<file path="config.mk">
export PLATFORM = sky130hd
export DESIGN_NAME = orc_top
export DESIGN_NICKNAME = d
export VERILOG_FILES = /design/src/orc_pkg.sv /design/src/orc_cnt_if.sv /design/src/orc_cnt_ctl.sv /design/src/orc_top.sv
export SDC_FILE = /design/constraint.sdc
export NUM_CORES = 1
export LEC_CHECK = 0
export ABC_AREA = 1
export BUFFER_PORTS_ARGS = -buffer_cell sky130_fd_sc_hd__buf_2
export CORE_MARGIN = 3
export CORE_UTILIZATION = 41
export DETAILED_ROUTE_END_ITERATION = 8
export GPL_ROUTABILITY_DRIVEN = 0
export PLACE_DENSITY = 0.77
export REMOVE_ABC_BUFFERS = 1
export SLEW_MARGIN = 10
export SYNTH_ARGS = -nofsm -noshare
export SYNTH_HDL_FRONTEND = slang
export SYNTH_SLANG_ARGS = --single-unit
</file>
<file path="constraint.sdc">
create_clock -name I_REF_CLK -period 2.55 [get_ports I_REF_CLK]
set_input_delay 0.51 -clock I_REF_CLK [delete_from_list [all_inputs] [get_ports I_REF_CLK]]
set_output_delay 0.51 -clock I_REF_CLK [all_outputs]
set_load 0.05 [all_outputs]
</file>
<file path="src/orc_pkg.sv">
package orc_pkg;
  // clock
  localparam int REF_CLK_PERIOD_NS = 8;
  // register access
  localparam logic [7:0] SETUP_OFFSET = 8'h84;
  localparam logic [7:0] CMD_READ_SETUP = 8'hDE;
  localparam logic [7:0] CMD_WRITE_SETUP = 8'h9E;
  localparam logic [31:0] SETUP_RESET = 32'h0000_0000;
  // bits 15 and 28 are reserved and never stored
  localparam logic [31:0] SETUP_WRITE_MASK = 32'hEFFF_7FFF;
  localparam logic [31:0] READ_IDLE = 32'h0000_0000;
  // field positions
  localparam int PROC_LSB = 0;
  localparam int INDEX_LSB = 4;
  localparam int SRC2_LSB = 8;
  localparam int SRC3_LSB = 10;
  localparam int SRC4_LSB = 12;
  localparam int GATE_BIT = 14;
  localparam int EXT_CLR_LSB = 16;
  localparam int HOME_CLR_LSB = 20;
  localparam int CORR_LSB = 24;
  localparam int HOLD_LSB = 29;
  localparam int NUM_COUNTERS = 4;
  // homing procedure codes
  localparam logic [3:0] PROC_0 = 4'h0;
  localparam logic [3:0] PROC_1 = 4'h1;
  localparam logic [3:0] PROC_2 = 4'h2;
  localparam logic [3:0] PROC_3 = 4'h3;
  localparam logic [3:0] PROC_4 = 4'h4;
  localparam logic [3:0] PROC_5 = 4'h5;
  localparam logic [3:0] PROC_6 = 4'h6;
  localparam logic [3:0] PROC_7 = 4'h7;
  localparam logic [3:0] PROC_8 = 4'h8;
  localparam logic [3:0] PROC_9 = 4'h9;
  localparam logic [3:0] PROC_10 = 4'hA;
  localparam logic [3:0] PROC_11 = 4'hB;
  localparam logic [3:0] PROC_12 = 4'hC;
  localparam logic [3:0] INDEX_CNT_RESET = 4'h0;
  localparam logic [3:0] INDEX_CNT_STEP = 4'h1;
  // counter source codes
  localparam logic [1:0] SRC_CODE_0 = 2'h0;
  localparam logic [1:0] SRC_CODE_1 = 2'h1;
  localparam logic [1:0] SRC_CODE_2 = 2'h2;
  localparam logic [1:0] SRC_CODE_3 = 2'h3;
  typedef enum logic [5:0] {
    ST_IDLE  = 6'h01,
    ST_SEEK  = 6'h02,
    ST_BACK  = 6'h04,
    ST_FWD   = 6'h08,
    ST_INDEX = 6'h10,
    ST_ZERO  = 6'h20
  } orc_state_type;
endpackage

</file>
<file path="src/orc_cnt_if.sv">
`timescale 1ns/1ns
interface orc_cnt_if;
  logic ext_clr_en;
  logic home_clr_en;
  logic corr_en;
  logic hold;
  logic src_up;
  logic src_dn;
  logic cnt_up;
  logic cnt_dn;
  logic cnt_clr;
  modport ctl (input ext_clr_en, home_clr_en, corr_en, hold, src_up, src_dn, output cnt_up, cnt_dn, cnt_clr);
  modport top (output ext_clr_en, home_clr_en, corr_en, hold, src_up, src_dn, input cnt_up, cnt_dn, cnt_clr);
endinterface

</file>
<file path="src/orc_cnt_ctl.sv">
`timescale 1ns/1ns
module orc_cnt_ctl (
  // clock and reset
  input wire logic i_clk,
  input wire logic i_srst,
  // shared events
  input wire logic i_ext_clr,
  input wire logic i_home_clr,
  input wire logic i_corr_active,
  // per-counter controls
  orc_cnt_if.ctl c
);
  wire allow = ~c.hold & (~i_corr_active | c.corr_en); // see RQ19
  wire clr_d = (i_ext_clr & c.ext_clr_en) | (i_home_clr & c.home_clr_en);

  always_ff @(posedge i_clk) begin
    if (i_srst) begin
      c.cnt_up <= 1'b0;
      c.cnt_dn <= 1'b0;
      c.cnt_clr <= 1'b0;
    end else begin
      // simultaneous up and down cancel out
      c.cnt_up <= c.src_up & ~c.src_dn & allow; // see RQ20
      c.cnt_dn <= c.src_dn & ~c.src_up & allow;
      c.cnt_clr <= clr_d; // see RQ17
    end
  end
endmodule

</file>
<file path="src/orc_top.sv">
`timescale 1ns/1ns
// Function
// RQ1 - low four bits pick homing procedure
// RQ2 - proc 0 stops and clears on home
// RQ3 - proc 1 backs off, reapproaches, clears
// RQ4 - proc 2 stops on index count
// RQ5 - proc 3 stops or decelerates on index
// RQ6 - proc 4 reverses, stops on index count
// RQ7 - proc 5 reverses off home, index stop
// RQ8 - proc 6 limit stop, reverse, clear release
// RQ9 - proc 7 limit, reverse, index stop clear
// RQ10 - proc 8 limit stop, clear on index
// RQ11 - procs 9-12 then run to zero
// RQ12 - index count equals field plus one
// RQ13 - second counter source select
// RQ14 - third counter deviation source select
// RQ15 - fourth counter source select
// RQ16 - gate fourth counter by motion active
// RQ17 - per-counter external clear enables
// RQ18 - per-counter home clear enables
// RQ19 - per-counter correction pulse counting
// RQ20 - hold bits freeze counters two to four
// RQ21 - host uses direct address or commands
// RQ22 - reserved bits written zero, ignored
module orc_top (
  // clock and reset
  input wire logic I_REF_CLK,
  input wire logic I_SRST,
  // direct register access
  input wire logic [7:0] I_BUS_ADDR,
  input wire logic I_BUS_WR,
  input wire logic I_BUS_RD,
  input wire logic [31:0] I_BUS_WDATA,
  // indirect command access
  input wire logic I_CMD_STB,
  input wire logic [7:0] I_CMD_CODE,
  input wire logic [31:0] I_CMD_WDATA,
  // read answer
  output logic [31:0] O_RDATA,
  output logic O_RDATA_VALID,
  // sensor pins
  input wire logic I_HOME_SENSOR,
  input wire logic I_LIMIT_SWITCH_INPUT,
  input wire logic I_ENCODER_INDEX,
  input wire logic I_COUNTER_RESET_INPUT,
  // motion context
  input wire logic I_HOMING_START,
  input wire logic I_HIGH_SPEED,
  input wire logic I_LIMIT_DECELERATE_OPTION,
  input wire logic I_MOTION_ACTIVE_OUTPUT,
  input wire logic I_CORRECTION_ACTIVE,
  input wire logic I_SECOND_COUNTER_ZERO,
  // count sources
  input wire logic I_COMMAND_PULSE,
  input wire logic I_ENCODER_PHASES,
  input wire logic I_MANUAL_PULSER_PHASES,
  // homing control
  output logic O_STOP_NOW,
  output logic O_DECEL_STOP,
  output logic O_REVERSE,
  output logic O_APPROACH_SPEED,
  output logic O_HOMING_BUSY,
  output logic O_ZERO_RUN,
  // counter strobes
  output logic [3:0] O_CNT_UP,
  output logic [3:0] O_CNT_DN,
  output logic [3:0] O_CNT_CLR
);
  logic [31:0] setup_q;
  logic [31:0] rdata_q;
  logic rvalid_q;
  logic [3:0] sync1_q;
  logic [3:0] sync2_q;
  logic [3:0] prev_q;
  orc_pkg::orc_state_type state_q;
  orc_pkg::orc_state_type state_d;
  logic [3:0] proc_q;
  logic [3:0] idx_cnt_q;
  logic [3:0] idx_cnt_d;
  logic stop_now_d;
  logic decel_d;
  logic clear_d;
  logic stop_q;
  logic decel_q;
  logic home_clr_q;
  logic reverse_q;
  logic approach_q;
  logic busy_q;
  logic zero_q;
  logic div_q;
  logic ext_clr_q;

  // register access decode
  wire direct_hit = (I_BUS_ADDR == orc_pkg::SETUP_OFFSET);
  wire wr_direct = I_BUS_WR & direct_hit;
  wire wr_cmd = I_CMD_STB & (I_CMD_CODE == orc_pkg::CMD_WRITE_SETUP);
  wire rd_direct = I_BUS_RD & direct_hit;
  wire rd_cmd = I_CMD_STB & (I_CMD_CODE == orc_pkg::CMD_READ_SETUP);
  // direct write wins if both paths write in one cycle
  wire [31:0] wr_data = wr_direct ? I_BUS_WDATA : I_CMD_WDATA;

  // fields
  wire [3:0] proc_field = setup_q[orc_pkg::PROC_LSB +: 4];
  wire [3:0] idx_field = setup_q[orc_pkg::INDEX_LSB +: 4];
  wire [1:0] src2_sel = setup_q[orc_pkg::SRC2_LSB +: 2];
  wire [1:0] src3_sel = setup_q[orc_pkg::SRC3_LSB +: 2];
  wire [1:0] src4_sel = setup_q[orc_pkg::SRC4_LSB +: 2];
  wire gate4 = setup_q[orc_pkg::GATE_BIT];
  wire [3:0] ext_clr_en = setup_q[orc_pkg::EXT_CLR_LSB +: 4];
  wire [3:0] home_clr_en = setup_q[orc_pkg::HOME_CLR_LSB +: 4];
  wire [3:0] corr_en = setup_q[orc_pkg::CORR_LSB +: 4];
  wire [3:0] hold = {setup_q[orc_pkg::HOLD_LSB +: 3], 1'b0};

  // synchronised pins and edges
  wire home_s = sync2_q[0];
  wire limit_s = sync2_q[1];
  wire home_rise = home_s & ~prev_q[0];
  wire home_fall = ~home_s & prev_q[0];
  wire limit_rise = limit_s & ~prev_q[1];
  wire limit_fall = ~limit_s & prev_q[1];
  wire idx_rise = sync2_q[2] & ~prev_q[2];
  wire ext_clr_rise = sync2_q[3] & ~prev_q[3];

  // procedures 9 to 12 reuse 0, 3, 5 and 8 as their first part
  wire zero_run_en = (proc_q >= orc_pkg::PROC_9); // see RQ11
  wire [3:0] base = (proc_q == orc_pkg::PROC_9) ? orc_pkg::PROC_0 :
                    (proc_q == orc_pkg::PROC_10) ? orc_pkg::PROC_3 :
                    (proc_q == orc_pkg::PROC_11) ? orc_pkg::PROC_5 :
                    (proc_q == orc_pkg::PROC_12) ? orc_pkg::PROC_8 : proc_q;
  wire limit_based = (base == orc_pkg::PROC_6) | (base == orc_pkg::PROC_7) | (base == orc_pkg::PROC_8);
  wire first_rise = limit_based ? limit_rise : home_rise;
  wire first_fall = limit_based ? limit_fall : home_fall;
  wire proc_ok = (proc_field <= orc_pkg::PROC_12); // see RQ1
  wire lim_dec = I_HIGH_SPEED & I_LIMIT_DECELERATE_OPTION;
  wire idx_done = idx_rise & (idx_cnt_q == idx_field); // see RQ12
  wire approach_proc = (base == orc_pkg::PROC_1) | (base == orc_pkg::PROC_4) |
                       (base == orc_pkg::PROC_6) | (base == orc_pkg::PROC_7);
  // back-off keeps its direction while index marks are counted
  wire index_rev = (base == orc_pkg::PROC_4) | (base == orc_pkg::PROC_5) | (base == orc_pkg::PROC_7); // see RQ6
  orc_pkg::orc_state_type finish_state;
  assign finish_state = zero_run_en ? orc_pkg::ST_ZERO : orc_pkg::ST_IDLE;

  always_comb begin
    state_d = state_q;
    idx_cnt_d = idx_cnt_q;
    stop_now_d = 1'b0;
    decel_d = 1'b0;
    clear_d = 1'b0;
    case (state_q)
      orc_pkg::ST_IDLE: begin
        if (I_HOMING_START && proc_ok) begin
          state_d = orc_pkg::ST_SEEK;
        end
      end
      orc_pkg::ST_SEEK: begin
        idx_cnt_d = orc_pkg::INDEX_CNT_RESET;
        if (first_rise) begin
          case (base)
            orc_pkg::PROC_0: begin
              stop_now_d = ~I_HIGH_SPEED; // see RQ2
              decel_d = I_HIGH_SPEED;
              clear_d = 1'b1;
              state_d = finish_state;
            end
            orc_pkg::PROC_1, orc_pkg::PROC_4, orc_pkg::PROC_5: begin
              stop_now_d = ~I_HIGH_SPEED; // see RQ3
              decel_d = I_HIGH_SPEED;
              state_d = orc_pkg::ST_BACK;
            end
            orc_pkg::PROC_2: begin
              // high speed starts braking on home, stop lands on index
              decel_d = I_HIGH_SPEED; // see RQ4
              state_d = orc_pkg::ST_INDEX;
            end
            orc_pkg::PROC_3: begin
              state_d = orc_pkg::ST_INDEX; // see RQ5
            end
            orc_pkg::PROC_6, orc_pkg::PROC_7: begin
              stop_now_d = ~lim_dec; // see RQ8
              decel_d = lim_dec;
              state_d = orc_pkg::ST_BACK;
            end
            orc_pkg::PROC_8: begin
              stop_now_d = ~lim_dec; // see RQ10
              decel_d = lim_dec;
              state_d = orc_pkg::ST_INDEX;
            end
            default: begin
              state_d = orc_pkg::ST_IDLE;
            end
          endcase
        end
      end
      orc_pkg::ST_BACK: begin
        idx_cnt_d = orc_pkg::INDEX_CNT_RESET;
        if (first_fall) begin
          case (base)
            orc_pkg::PROC_1: begin
              state_d = orc_pkg::ST_FWD; // see RQ3
            end
            orc_pkg::PROC_6: begin
              stop_now_d = 1'b1; // see RQ8
              clear_d = 1'b1;
              state_d = finish_state;
            end
            default: begin
              state_d = orc_pkg::ST_INDEX; // see RQ6
            end
          endcase
        end
      end
      orc_pkg::ST_FWD: begin
        if (home_rise) begin
          stop_now_d = 1'b1; // see RQ3
          clear_d = 1'b1;
          state_d = finish_state;
        end
      end
      orc_pkg::ST_INDEX: begin
        if (idx_done) begin
          // procedure 8 already stopped on the limit
          case (base)
            orc_pkg::PROC_3, orc_pkg::PROC_5: begin
              stop_now_d = ~I_HIGH_SPEED; // see RQ7
              decel_d = I_HIGH_SPEED;
            end
            orc_pkg::PROC_8: begin
              stop_now_d = 1'b0; // see RQ10
            end
            default: begin
              stop_now_d = 1'b1; // see RQ9
            end
          endcase
          clear_d = 1'b1;
          state_d = finish_state;
        end else if (idx_rise) begin
          idx_cnt_d = idx_cnt_q + orc_pkg::INDEX_CNT_STEP; // see RQ12
        end
      end
      orc_pkg::ST_ZERO: begin
        if (I_SECOND_COUNTER_ZERO) begin
          stop_now_d = 1'b1; // see RQ11
          state_d = orc_pkg::ST_IDLE;
        end
      end
      default: begin
        state_d = orc_pkg::ST_IDLE;
      end
    endcase
  end

  always_ff @(posedge I_REF_CLK) begin
    if (I_SRST) begin
      setup_q <= orc_pkg::SETUP_RESET;
      rdata_q <= orc_pkg::READ_IDLE;
      rvalid_q <= 1'b0;
    end else begin
      if (wr_direct || wr_cmd) begin
        setup_q <= wr_data & orc_pkg::SETUP_WRITE_MASK; // see RQ22
      end
      rvalid_q <= rd_direct | rd_cmd; // see RQ21
      rdata_q <= (rd_direct | rd_cmd) ? setup_q : orc_pkg::READ_IDLE;
    end
  end

  always_ff @(posedge I_REF_CLK) begin
    if (I_SRST) begin
      sync1_q <= 4'h0;
      sync2_q <= 4'h0;
      prev_q <= 4'h0;
    end else begin
      sync1_q <= {I_COUNTER_RESET_INPUT, I_ENCODER_INDEX, I_LIMIT_SWITCH_INPUT, I_HOME_SENSOR};
      sync2_q <= sync1_q;
      prev_q <= sync2_q;
    end
  end

  always_ff @(posedge I_REF_CLK) begin
    if (I_SRST) begin
      state_q <= orc_pkg::ST_IDLE;
      proc_q <= orc_pkg::PROC_0;
      idx_cnt_q <= orc_pkg::INDEX_CNT_RESET;
    end else begin
      state_q <= state_d;
      idx_cnt_q <= idx_cnt_d;
      // latched so a rewrite mid-run cannot switch procedure
      if (state_q == orc_pkg::ST_IDLE) begin
        proc_q <= proc_field;
      end
    end
  end

  always_ff @(posedge I_REF_CLK) begin
    if (I_SRST) begin
      stop_q <= 1'b0;
      decel_q <= 1'b0;
      home_clr_q <= 1'b0;
      reverse_q <= 1'b0;
      approach_q <= 1'b0;
      busy_q <= 1'b0;
      zero_q <= 1'b0;
      div_q <= 1'b0;
      ext_clr_q <= 1'b0;
    end else begin
      stop_q <= stop_now_d;
      decel_q <= decel_d;
      home_clr_q <= clear_d;
      reverse_q <= (state_d == orc_pkg::ST_BACK) | ((state_d == orc_pkg::ST_INDEX) & index_rev); // see RQ7
      approach_q <= (((state_d == orc_pkg::ST_BACK) | (state_d == orc_pkg::ST_INDEX)) & approach_proc) |
                    (state_d == orc_pkg::ST_FWD); // see RQ9
      busy_q <= (state_d != orc_pkg::ST_IDLE);
      zero_q <= (state_d == orc_pkg::ST_ZERO);
      div_q <= ~div_q;
      ext_clr_q <= ext_clr_rise;
    end
  end

  // counter sources; code 3 counts nothing, except on the fourth counter, which counts div_q at half the clock rate
  wire src2 = (src2_sel == orc_pkg::SRC_CODE_0) ? I_ENCODER_PHASES : // see RQ13
              (src2_sel == orc_pkg::SRC_CODE_1) ? I_COMMAND_PULSE :
              (src2_sel == orc_pkg::SRC_CODE_2) ? I_MANUAL_PULSER_PHASES : 1'b0;
  wire src3_up = (src3_sel == orc_pkg::SRC_CODE_0) ? I_COMMAND_PULSE : // see RQ14
                 (src3_sel == orc_pkg::SRC_CODE_1) ? I_COMMAND_PULSE :
                 (src3_sel == orc_pkg::SRC_CODE_2) ? I_ENCODER_PHASES : 1'b0;
  wire src3_dn = (src3_sel == orc_pkg::SRC_CODE_0) ? I_ENCODER_PHASES :
                 (src3_sel == orc_pkg::SRC_CODE_1) ? I_MANUAL_PULSER_PHASES :
                 (src3_sel == orc_pkg::SRC_CODE_2) ? I_MANUAL_PULSER_PHASES : 1'b0;
  wire src4_raw = (src4_sel == orc_pkg::SRC_CODE_0) ? I_COMMAND_PULSE : // see RQ15
                  (src4_sel == orc_pkg::SRC_CODE_1) ? I_ENCODER_PHASES :
                  (src4_sel == orc_pkg::SRC_CODE_2) ? I_MANUAL_PULSER_PHASES : div_q;
  wire src4 = src4_raw & (~gate4 | ~I_MOTION_ACTIVE_OUTPUT); // see RQ16
  wire [3:0] src_up = {src4, src3_up, src2, I_COMMAND_PULSE};
  wire [3:0] src_dn = {1'b0, src3_dn, 1'b0, 1'b0};

  orc_cnt_if cif [orc_pkg::NUM_COUNTERS] ();
  genvar g;
  generate
    for (g = 0; g < orc_pkg::NUM_COUNTERS; g = g + 1) begin : g_cnt
      assign cif[g].ext_clr_en = ext_clr_en[g];
      assign cif[g].home_clr_en = home_clr_en[g]; // see RQ18
      assign cif[g].corr_en = corr_en[g];
      assign cif[g].hold = hold[g];
      assign cif[g].src_up = src_up[g];
      assign cif[g].src_dn = src_dn[g];
      assign O_CNT_UP[g] = cif[g].cnt_up;
      assign O_CNT_DN[g] = cif[g].cnt_dn;
      assign O_CNT_CLR[g] = cif[g].cnt_clr;
      orc_cnt_ctl u_ctl (
        .i_clk(I_REF_CLK),
        .i_srst(I_SRST),
        .i_ext_clr(ext_clr_q),
        .i_home_clr(home_clr_q),
        .i_corr_active(I_CORRECTION_ACTIVE),
        .c(cif[g])
      );
    end
  endgenerate

  assign O_RDATA = rdata_q;
  assign O_RDATA_VALID = rvalid_q;
  assign O_STOP_NOW = stop_q;
  assign O_DECEL_STOP = decel_q;
  assign O_REVERSE = reverse_q;
  assign O_APPROACH_SPEED = approach_q;
  assign O_HOMING_BUSY = busy_q;
  assign O_ZERO_RUN = zero_q;
endmodule

</file>
==> results.cfg, run 1 <==
[detailed_routing]
drc_errors = 0
vias = 4126
drt_iter0_drc = 171
via_per_inst = 4.74
drt_first_pass_iters = 4
ant_nets = 0
route.final.wire_length_um = 10800
wire_per_inst_um = 12.4

[synthesis]
ys_seq_area_share_pct = 45.8
synth_area_um2 = 4590
synthDistinctLibCells = 40
synthCells = 601
yosysWarnings = 0
ys_ff_latch = 105
avgSynthCellArea_um2 = 7.64

[run_status]
outcome = completed

[cts]
clk_pin_slew_ns = 0.11
cts_sinks = 105
cts_max_level = 3
cts_hold_buf = 0
clockRootBuffer = clkbuf_8
cts_setup_buffers = 0
cts_tree = yes
cts_made_buffers = 9
clockBufferDepth = 2
cts_resized = 0
clock_latency_ns = 0.37

[power_and_ir_drop]
power_density_nw_per_um2 = 549
pwr-share-seq_pct = 55.5
clockPowerShare_pct = 33.5
comb_power_share_pct = 11.0
p_int_w = 0.00220
power.total_w = 0.00304
ir_worst_vdd_v = 0.000403
swShare_pct = 27.6
p_leak_nw = 2.41
p_switching_w = 0.000840

[sta]
setup_viol = 0
skew_ns = 0.0125
post-route-period-util_pct = 74.5
rsz0062_at_grt = false
slew_headroom_pct = 29.5
timing.fmax_mhz = 527
fin_setup_tns_ns = 0
tightest_slew_ns = 1.06
hold_violations = 0
worst_slack_ns = 0.651
fin_crit_ns = 1.90
slew_viol_final = 0
hold_slack_ns = 0.335

[floorplanning]
dieHeight_um = 112
ios = 149
start_util_pct = 42.2
rows = 38
core_area_um2 = 10900
die_x_um = 112
die_area_um2 = 12500

[grt]
grt_usage_pct = 17.7
grt_pass1_vias = 3916
antenna_found_initial = 0
gr-total-overflow = 0
grt_pass1_wl_um = 18100
grt_max_degree = 36

[placed_design]
port-buffer-count = 139
pre_cts_slack_ns = 0.450
place_hpwl_um = 8210
placed_area_um2 = 5340

[final_layout]
final_cell_area_um2 = 5540
drive_above_1_share_pct = 27.5
area_growth_pct = 20.8
n_antenna_cell = 0
layout_commonest_cell = buf_2
nets = 824
nFillCells = 1086
layout_common_cells = buf_2 (139), dfxtp_1 (105), inv_1 (86), nand2_1 (81), nor2_1 (71)

[worst_setup_path]
worstRegToRegCells = 11
max_stage_delay_ns = 0.54
worst_ep_arrival_time_ns = 2.16
cp_max_fo = 10
required_ns = 2.81
crit_chain = nand2_1, inv_2, nand2_2, nand2_4, nand3_4, nand2_4, nand2_2, nand3_2, nor2_1, nor3_1, nor2_1
worst-setup-path-type = reg -> reg
startpoint_type = flip-flop
worstSetupEndpointType = flip-flop
slowest_stage = dfxtp_1

[worst_hold_path]
min_path_cells = 3
hold_class = in -> reg

[job]
drv_cap = 0
-- cell families after synthesis --
group           Yosys count  share of synthesized area [%]
buf+inv                 132                           12.3
simple gates            237                           25.1
xor+xnor                  4                          0.763
compound gates          121                           15.7
other cells               1                         0.0817
fa+ha+maj                 1                          0.273
flops                   105                           45.8
-- path summary, 6_finish.rpt --
| kind | from | to | slack, ns |
|---|---|---|---|
| worst max-delay path | proc_q[3]$_SDFFE_PP0P_ | home_clr_q$_SDFF_PP0_ | 0.65 |
| worst min-delay path | I_COUNTER_RESET_INPUT | sync1_q[3]$_SDFF_PP0_ | 0.34 |
| worst max register to register | proc_q[3]$_SDFFE_PP0P_ | home_clr_q$_SDFF_PP0_ | 0.65 |
| worst min register to register | prev_q[3]$_SDFF_PP0_ | ext_clr_q$_SDFF_PP0_ | 0.40 |
-- power by group through the flow --
stage | logic, W | clock network [W] | registers [W]
after floorplan | 0.000182 | 0 | 0.00174
after global placement | 0.000330 | 0 | 0.00173
after detailed placement | 0.000334 | 0 | 0.00173
after CTS | 0.000335 | 0.00106 | 0.00169
after global routing | 0.000377 | 0.00113 | 0.00169
final | 0.000335 | 0.00102 | 0.00169
-- registers in the layout, summed over array words and instances, names as in the netlist --
| signal | cells |
|---|---|
| O_STOP_NOW | 1 |
| O_HOMING_BUSY | 1 |
| sync2_q | 4 |
| g_cnt.u_ctl.c.cnt_clr | 4 |
| home_clr_q | 1 |
| g_cnt.u_ctl.c.cnt_dn | 1 |
| g_cnt.u_ctl.c.cnt_up | 4 |
| ext_clr_q | 1 |
| idx_cnt_q | 4 |
| proc_q | 4 |
| state_q | 6 |
| O_RDATA | 30 |
| setup_q | 30 |
| prev_q | 4 |
| div_q | 1 |
| O_ZERO_RUN | 1 |
| O_REVERSE | 1 |
| O_APPROACH_SPEED | 1 |
| O_RDATA_VALID | 1 |
| O_DECEL_STOP | 1 |
| sync1_q | 4 |
-- layout make-up --
cell class | count | area (um^2) | area share, %
sequential | 105 | 2100 | 37.9
tap | 140 | 175 | 3.16
timing repair buffer | 147 | 768 | 13.9
clock inverter | 6 | 70.1 | 1.26
inverter | 94 | 353 | 6.36
multi-input combinational | 368 | 1940 | 35.0
clock buffer | 10 | 138 | 2.48
-- metrics by stage --
step	utilization, %	std cells
CTS	50.9	870
detailed placement	49.0	854
global route	50.9	870
global placement	49.0	854
finish	50.9	870
floorplan	-	567
-- worst max-delay path: cells and delay by family, from the launching register on --
family        cells  cell delay (ns)
flops             1             0.54
simple gates     10             1.15
buf+inv           1             0.08
-- cells in the mapped netlist (all sizes together) --
cell     instances  area share (%)
o21a             2            0.33
nand4            9             1.2
nand2           90             8.1
nor4             4             1.3
o22ai            2            0.27
clkbuf          11            0.90
a211oi           1            0.16
o211ai          34             5.6
conb             1           0.082
dfxtp          105              46
nor2            73             6.1
nand3           21             3.1
a31oi            1            0.14
a21oi           61             6.7
inv             94             7.7
buf             27             3.7
xnor2            2            0.38
a311oi           1            0.19
ha               1            0.27
a21boi           1            0.16
or2             32             4.4
o2111ai          1            0.19
xor2             2            0.38
nor3b            1            0.16
o21ai           16             1.7
nor3             7            0.87
o221ai           1            0.19
-- metal layers --
metal | global-route usage (%) | share of wire [%]
met1 | 20.6 | 42
met2 | 30.7 | 49
met3 | 6.68 | 7.6
met4 | 4.30 | 1.8
met5 | 0 | 0
(Power assumes the default switching activity.)
==> inputs of run 2 (changes only) <==
Settings changed: PLACE_DENSITY 0.77 to 0.79.
Clock period 2.55 ns to 1.6 ns, I/O delays scaled along.
==> run 2 against run 1 <==
  * Die area is the same
  * Via count grew 4.0%
  * Count of clock-buffer cells in the layout unchanged
  * Utilization grew 3.8 points
  * Worst setup slack got worse by 0.64 ns
  * Sequential share of layout area decreased by 2.3 points
  * Critical path type unchanged
  * Combinational power increased by 100%
==> results.cfg, run 2 (synthesis gave the netlist of run 1 again) <==
[power_and_ir_drop]
ir_worst_vdd_v = 0.000490
power.total_w = 0.00499
p_leak_nw = 2.61
power_density_nw_per_um2 = 838

[detailed_routing]
route.final.wire_length_um = 11300
wire_per_inst_um = 12.5
drt_iter0_drc = 209
via_per_inst = 4.76
drt_first_pass_iters = 4
ant_nets = 0
drc_errors = 0
vias = 4291

[cts]
clk_pin_slew_ns = 0.11
clockBufferDepth = 2
cts_sinks = 105
clockRootBuffer = clkbuf_8
cts_max_level = 3
cts_made_buffers = 9
cts_tree = yes
clock_latency_ns = 0.36

[sta]
fin_setup_tns_ns = 0
setup_viol = 0
post-route-period-util_pct = 99.1
rsz0062_at_grt = true
skew_ns = 0.00963
timing.fmax_mhz = 631
fin_crit_ns = 1.58
slew_viol_final = 0
hold_violations = 0

[worst_hold_path]
hold_class = in -> reg

[run_status]
outcome = completed

[floorplanning]
core_area_um2 = 10900
rows = 38
die_x_um = 112
dieHeight_um = 112
ios = 149
die_area_um2 = 12500
start_util_pct = 42.2

[job]
drv_cap = 0

[worst_setup_path]
startpoint_type = flip-flop
worst_ep_arrival_time_ns = 1.83
worstSetupEndpointType = flip-flop
worst-setup-path-type = reg -> reg
cp_max_fo = 6
required_ns = 1.84

[final_layout]
layout_commonest_cell = buf_2
nets = 855
fin_util_pct = 54.7
nFillCells = 1044
n_antenna_cell = 0
area_growth_pct = 29.7
drive_above_1_share_pct = 33.6
layout_common_cells = buf_2 (139), dfxtp_1 (98), inv_1 (86), nand2_1 (75), nor2_1 (67)

[grt]
grt_pass1_wl_um = 18500
grt_pass1_vias = 4039
grt_max_degree = 37
grt_usage_pct = 17.9
gr-total-overflow = 0
antenna_found_initial = 0

[placed_design]
port-buffer-count = 139
place_hpwl_um = 8270
run 2: cell types whose count changed in the layout (fill, tap and decap cells not counted), moves of 4 or more:
cell / previous run / this run
nand2_1: 81 / 75
dfxtp_2: 0 / 4
buf_12: 1 / 5
buf_4: 7 / 31
nor2_1: 71 / 67
dfxtp_1: 105 / 98
run 2: through the flow:
step                      worst slack [ns]  cell area [um^2]  instances  hold WS (ns)
final                               0.0152              5960        901         0.149
after global routing                -0.163              5960        901         0.137
after CTS                         -0.00124              5780        896         0.127
after detailed placement            -0.215              5580        880         0.385
after global placement              -0.135              5580        880         0.379
after floorplan                     -0.914              4390        567         0.374
run 2: timing repair:
item / CTS / global route
gates resized for setup: 5 / 39
hold buffers: 0 / 0
setup endpoints to repair: 12 / 14
pin swaps: 0 / 13
setup buffers: 0 / 5
run 2: critical path: stages (launching register included):
cell     delay [ns]
dfxtp_4        0.38
buf_6          0.13
inv_1          0.08
nand4_1        0.18
nor3b_1        0.21
nand3_1        0.08
nand2_1        0.08
nor2_2         0.13
nand2_1        0.06
nand2_1        0.07
a21oi_2        0.05
run 2: final timing paths:
| path | from | to | slack (ns) | depth (start not counted) |
|---|---|---|---|---|
| setup / recovery | proc_q[3]$_SDFFE_PP0P_ | O_APPROACH_SPEED$_SDFF_PP0_ | 0.02 | 10 |
| hold / removal | I_COUNTER_RESET_INPUT | sync1_q[3]$_SDFF_PP0_ | 0.15 | 3 |
| setup reg to reg | proc_q[3]$_SDFFE_PP0P_ | O_APPROACH_SPEED$_SDFF_PP0_ | 0.02 | 10 |
| hold reg to reg | prev_q[3]$_SDFF_PP0_ | ext_clr_q$_SDFF_PP0_ | 0.41 | 1 |
run 2: area by class of cell:
class / instances / area, um^2 / area share, %
clock buffers: 10 / 138 / 2.31
repair buffers: 178 / 1060 / 17.8
inverters: 94 / 360 / 6.05
multi-input cells: 368 / 2040 / 34.3
flip-flops and latches: 105 / 2120 / 35.6
well taps: 140 / 175 / 2.94
clock inverters: 6 / 58.8 / 0.987
run 2: power breakdown:
| part | leakage, nW | internal [W] | switching (W) | total (W) |
|---|---|---|---|---|
| clock | 0.102 | 0.000645 | 0.000969 | 0.00161 |
| sequential | 0.853 | 0.00266 | 0.0000384 | 0.00270 |
| combinational | 1.65 | 0.000294 | 0.000387 | 0.000681 |
run 2: routing by layer:
metal	wire length (um)	GRT usage, %
met1	4940	22.6
met2	5570	30.9
met3	627	4.29
met4	121	3.89
met5	0	0
==> inputs of run 3 (changes only) <==
Settings changed: PLACE_DENSITY 0.79 to 0.77.
Clock period 1.6 ns to 1.8 ns, I/O delays scaled along.
==> run 3 against run 2 <==
  * Critical path depth is the same
  * Via count shrank 0.72%
  * Die area is the same
  * Non-clock buffer count shrank 9
  * Sequential power shrank 11%
  * Cell count shrank 1.0%
  * Final area shrank 3.3%
  * Wire length shrank 1.1%
  * First-iteration DRC count shrank 29%
  * Hold slack gained 0.033 ns
  * Critical path type unchanged
  * Largest power group unchanged
==> results.cfg, run 3 (synthesis gave the netlist of run 1 again) <==
[floorplanning]
ios = 149
die_x_um = 112
rows = 38
start_util_pct = 42.2
dieHeight_um = 112
die_area_um2 = 12500
core_area_um2 = 10900

[worst_setup_path]
worst-setup-path-type = reg -> reg
required_ns = 2.07
cp_max_fo = 5
startpoint = idx_cnt_q[2]$_SDFFE_PP0P_
worstSetupEndpointType = flip-flop
startpoint_type = flip-flop
worst_ep_arrival_time_ns = 1.92
r2r_start = idx_cnt_q[2]$_SDFFE_PP0P_

[power_and_ir_drop]
p_leak_nw = 2.53
ir_worst_vdd_v = 0.000463
power_density_nw_per_um2 = 760

[run_status]
outcome = completed

[detailed_routing]
via_per_inst = 4.78
ant_nets = 0
vias = 4260
drc_errors = 0
drt_first_pass_iters = 4
drt_iter0_drc = 149
wire_per_inst_um = 12.5
route.final.wire_length_um = 11100

[job]
drv_cap = 0

[worst_hold_path]
hold_class = in -> reg
hp-start = I_COUNTER_RESET_INPUT

[sta]
hold_violations = 0
fin_crit_ns = 1.66
timing.fmax_mhz = 604
slew_viol_final = 0
fin_setup_tns_ns = 0
hold_slack_ns = 0.183
setup_viol = 0
post-route-period-util_pct = 92.0
skew_ns = 0.00992

[final_layout]
area_growth_pct = 25.4
n_antenna_cell = 0
multi_input_area_um2 = 1970
fin_util_pct = 52.9
seq_area_um2 = 2110
nets = 846
layout_commonest_cell = buf_2
layout_common_cells = buf_2 (139), dfxtp_1 (103), inv_1 (86), nand2_1 (79), nor2_1 (69)
fin_cells = 892
drive_above_1_share_pct = 30.7
nFillCells = 1065

[cts]
cts_tree = yes
clockBufferDepth = 2
clk_pin_slew_ns = 0.11
cts_hold_buf = 0
cts_sinks = 105
clock_latency_ns = 0.37
cts_max_level = 3
cts_made_buffers = 9
clockRootBuffer = clkbuf_8

[placed_design]
port-buffer-count = 139
place_hpwl_um = 8510
dpl.cell_count = 874

[grt]
gr-total-overflow = 0
antenna_found_initial = 1
grt_pass1_vias = 4048
grt_max_degree = 30
grt_usage_pct = 18.0
grt_pass1_wl_um = 18600
run 3: critical path: stages (launching register included):
cell	delay [ns]
dfxtp_1	0.35
or2_0	0.22
a21oi_1	0.15
nand4_1	0.20
nand2_1	0.15
buf_4	0.12
nand2_1	0.05
nor2_1	0.13
nand2_1	0.07
nand2_1	0.07
a21oi_2	0.05
run 3: final cells by class:
type                            count  share of cell area (%)
Clock buffer                       10                    2.39
Clock inverter                      6                    1.06
Inverter                           94                    6.13
Multi-Input combinational cell    368                    34.1
Sequential cell                   105                    36.6
Tap cell                          140                    3.04
Timing Repair Buffer              169                    16.6
run 3: final timing paths:
path,to,slack [ns],cells after the start
hold reg to reg,ext_clr_q$_SDFF_PP0_,0.40,1
setup reg to reg,O_APPROACH_SPEED$_SDFF_PP0_,0.14,10
hold / removal,sync1_q[3]$_SDFF_PP0_,0.18,3
setup / recovery,O_APPROACH_SPEED$_SDFF_PP0_,0.14,10
run 3: power breakdown:
| group | leakage, nW | internal (W) | switching (W) |
|---|---|---|---|
| clock | 0.0982 | 0.000575 | 0.000872 |
| sequential | 0.851 | 0.00236 | 0.0000312 |
| combinational | 1.58 | 0.000222 | 0.000315 |
| total | 2.53 | 0.00316 | 0.00122 |
run 3: metrics by stage:
step | power, W | worst slack (ns) | cell area (um^2)
after floorplan | 0.00273 | -0.754 | 4390
after detailed placement | 0.00297 | -0.0608 | 5510
after global placement | 0.00297 | 0.00934 | 5510
after global routing | 0.00460 | -0.0176 | 5760
after CTS | 0.00442 | 0.0000167 | 5710
final | 0.00438 | 0.144 | 5760
run 3: metal layers:
layer / routed length, um / up-vias / track usage [%]
met5: 7 / - / 0
met4: 177 / 2 / 5.27
met3: 820 / 18 / 5.54
met2: 5400 / 127 / 31.4
met1: 4730 / 1918 / 21.1
li1: - / 2195 / -
run 3: timing repair:
item                                    in CTS  in global routing
resized for setup                            0                 10
endpoints found under the hold margin        0                  0
buffers inserted                             0                  2
endpoints found under the setup margin       0                 14
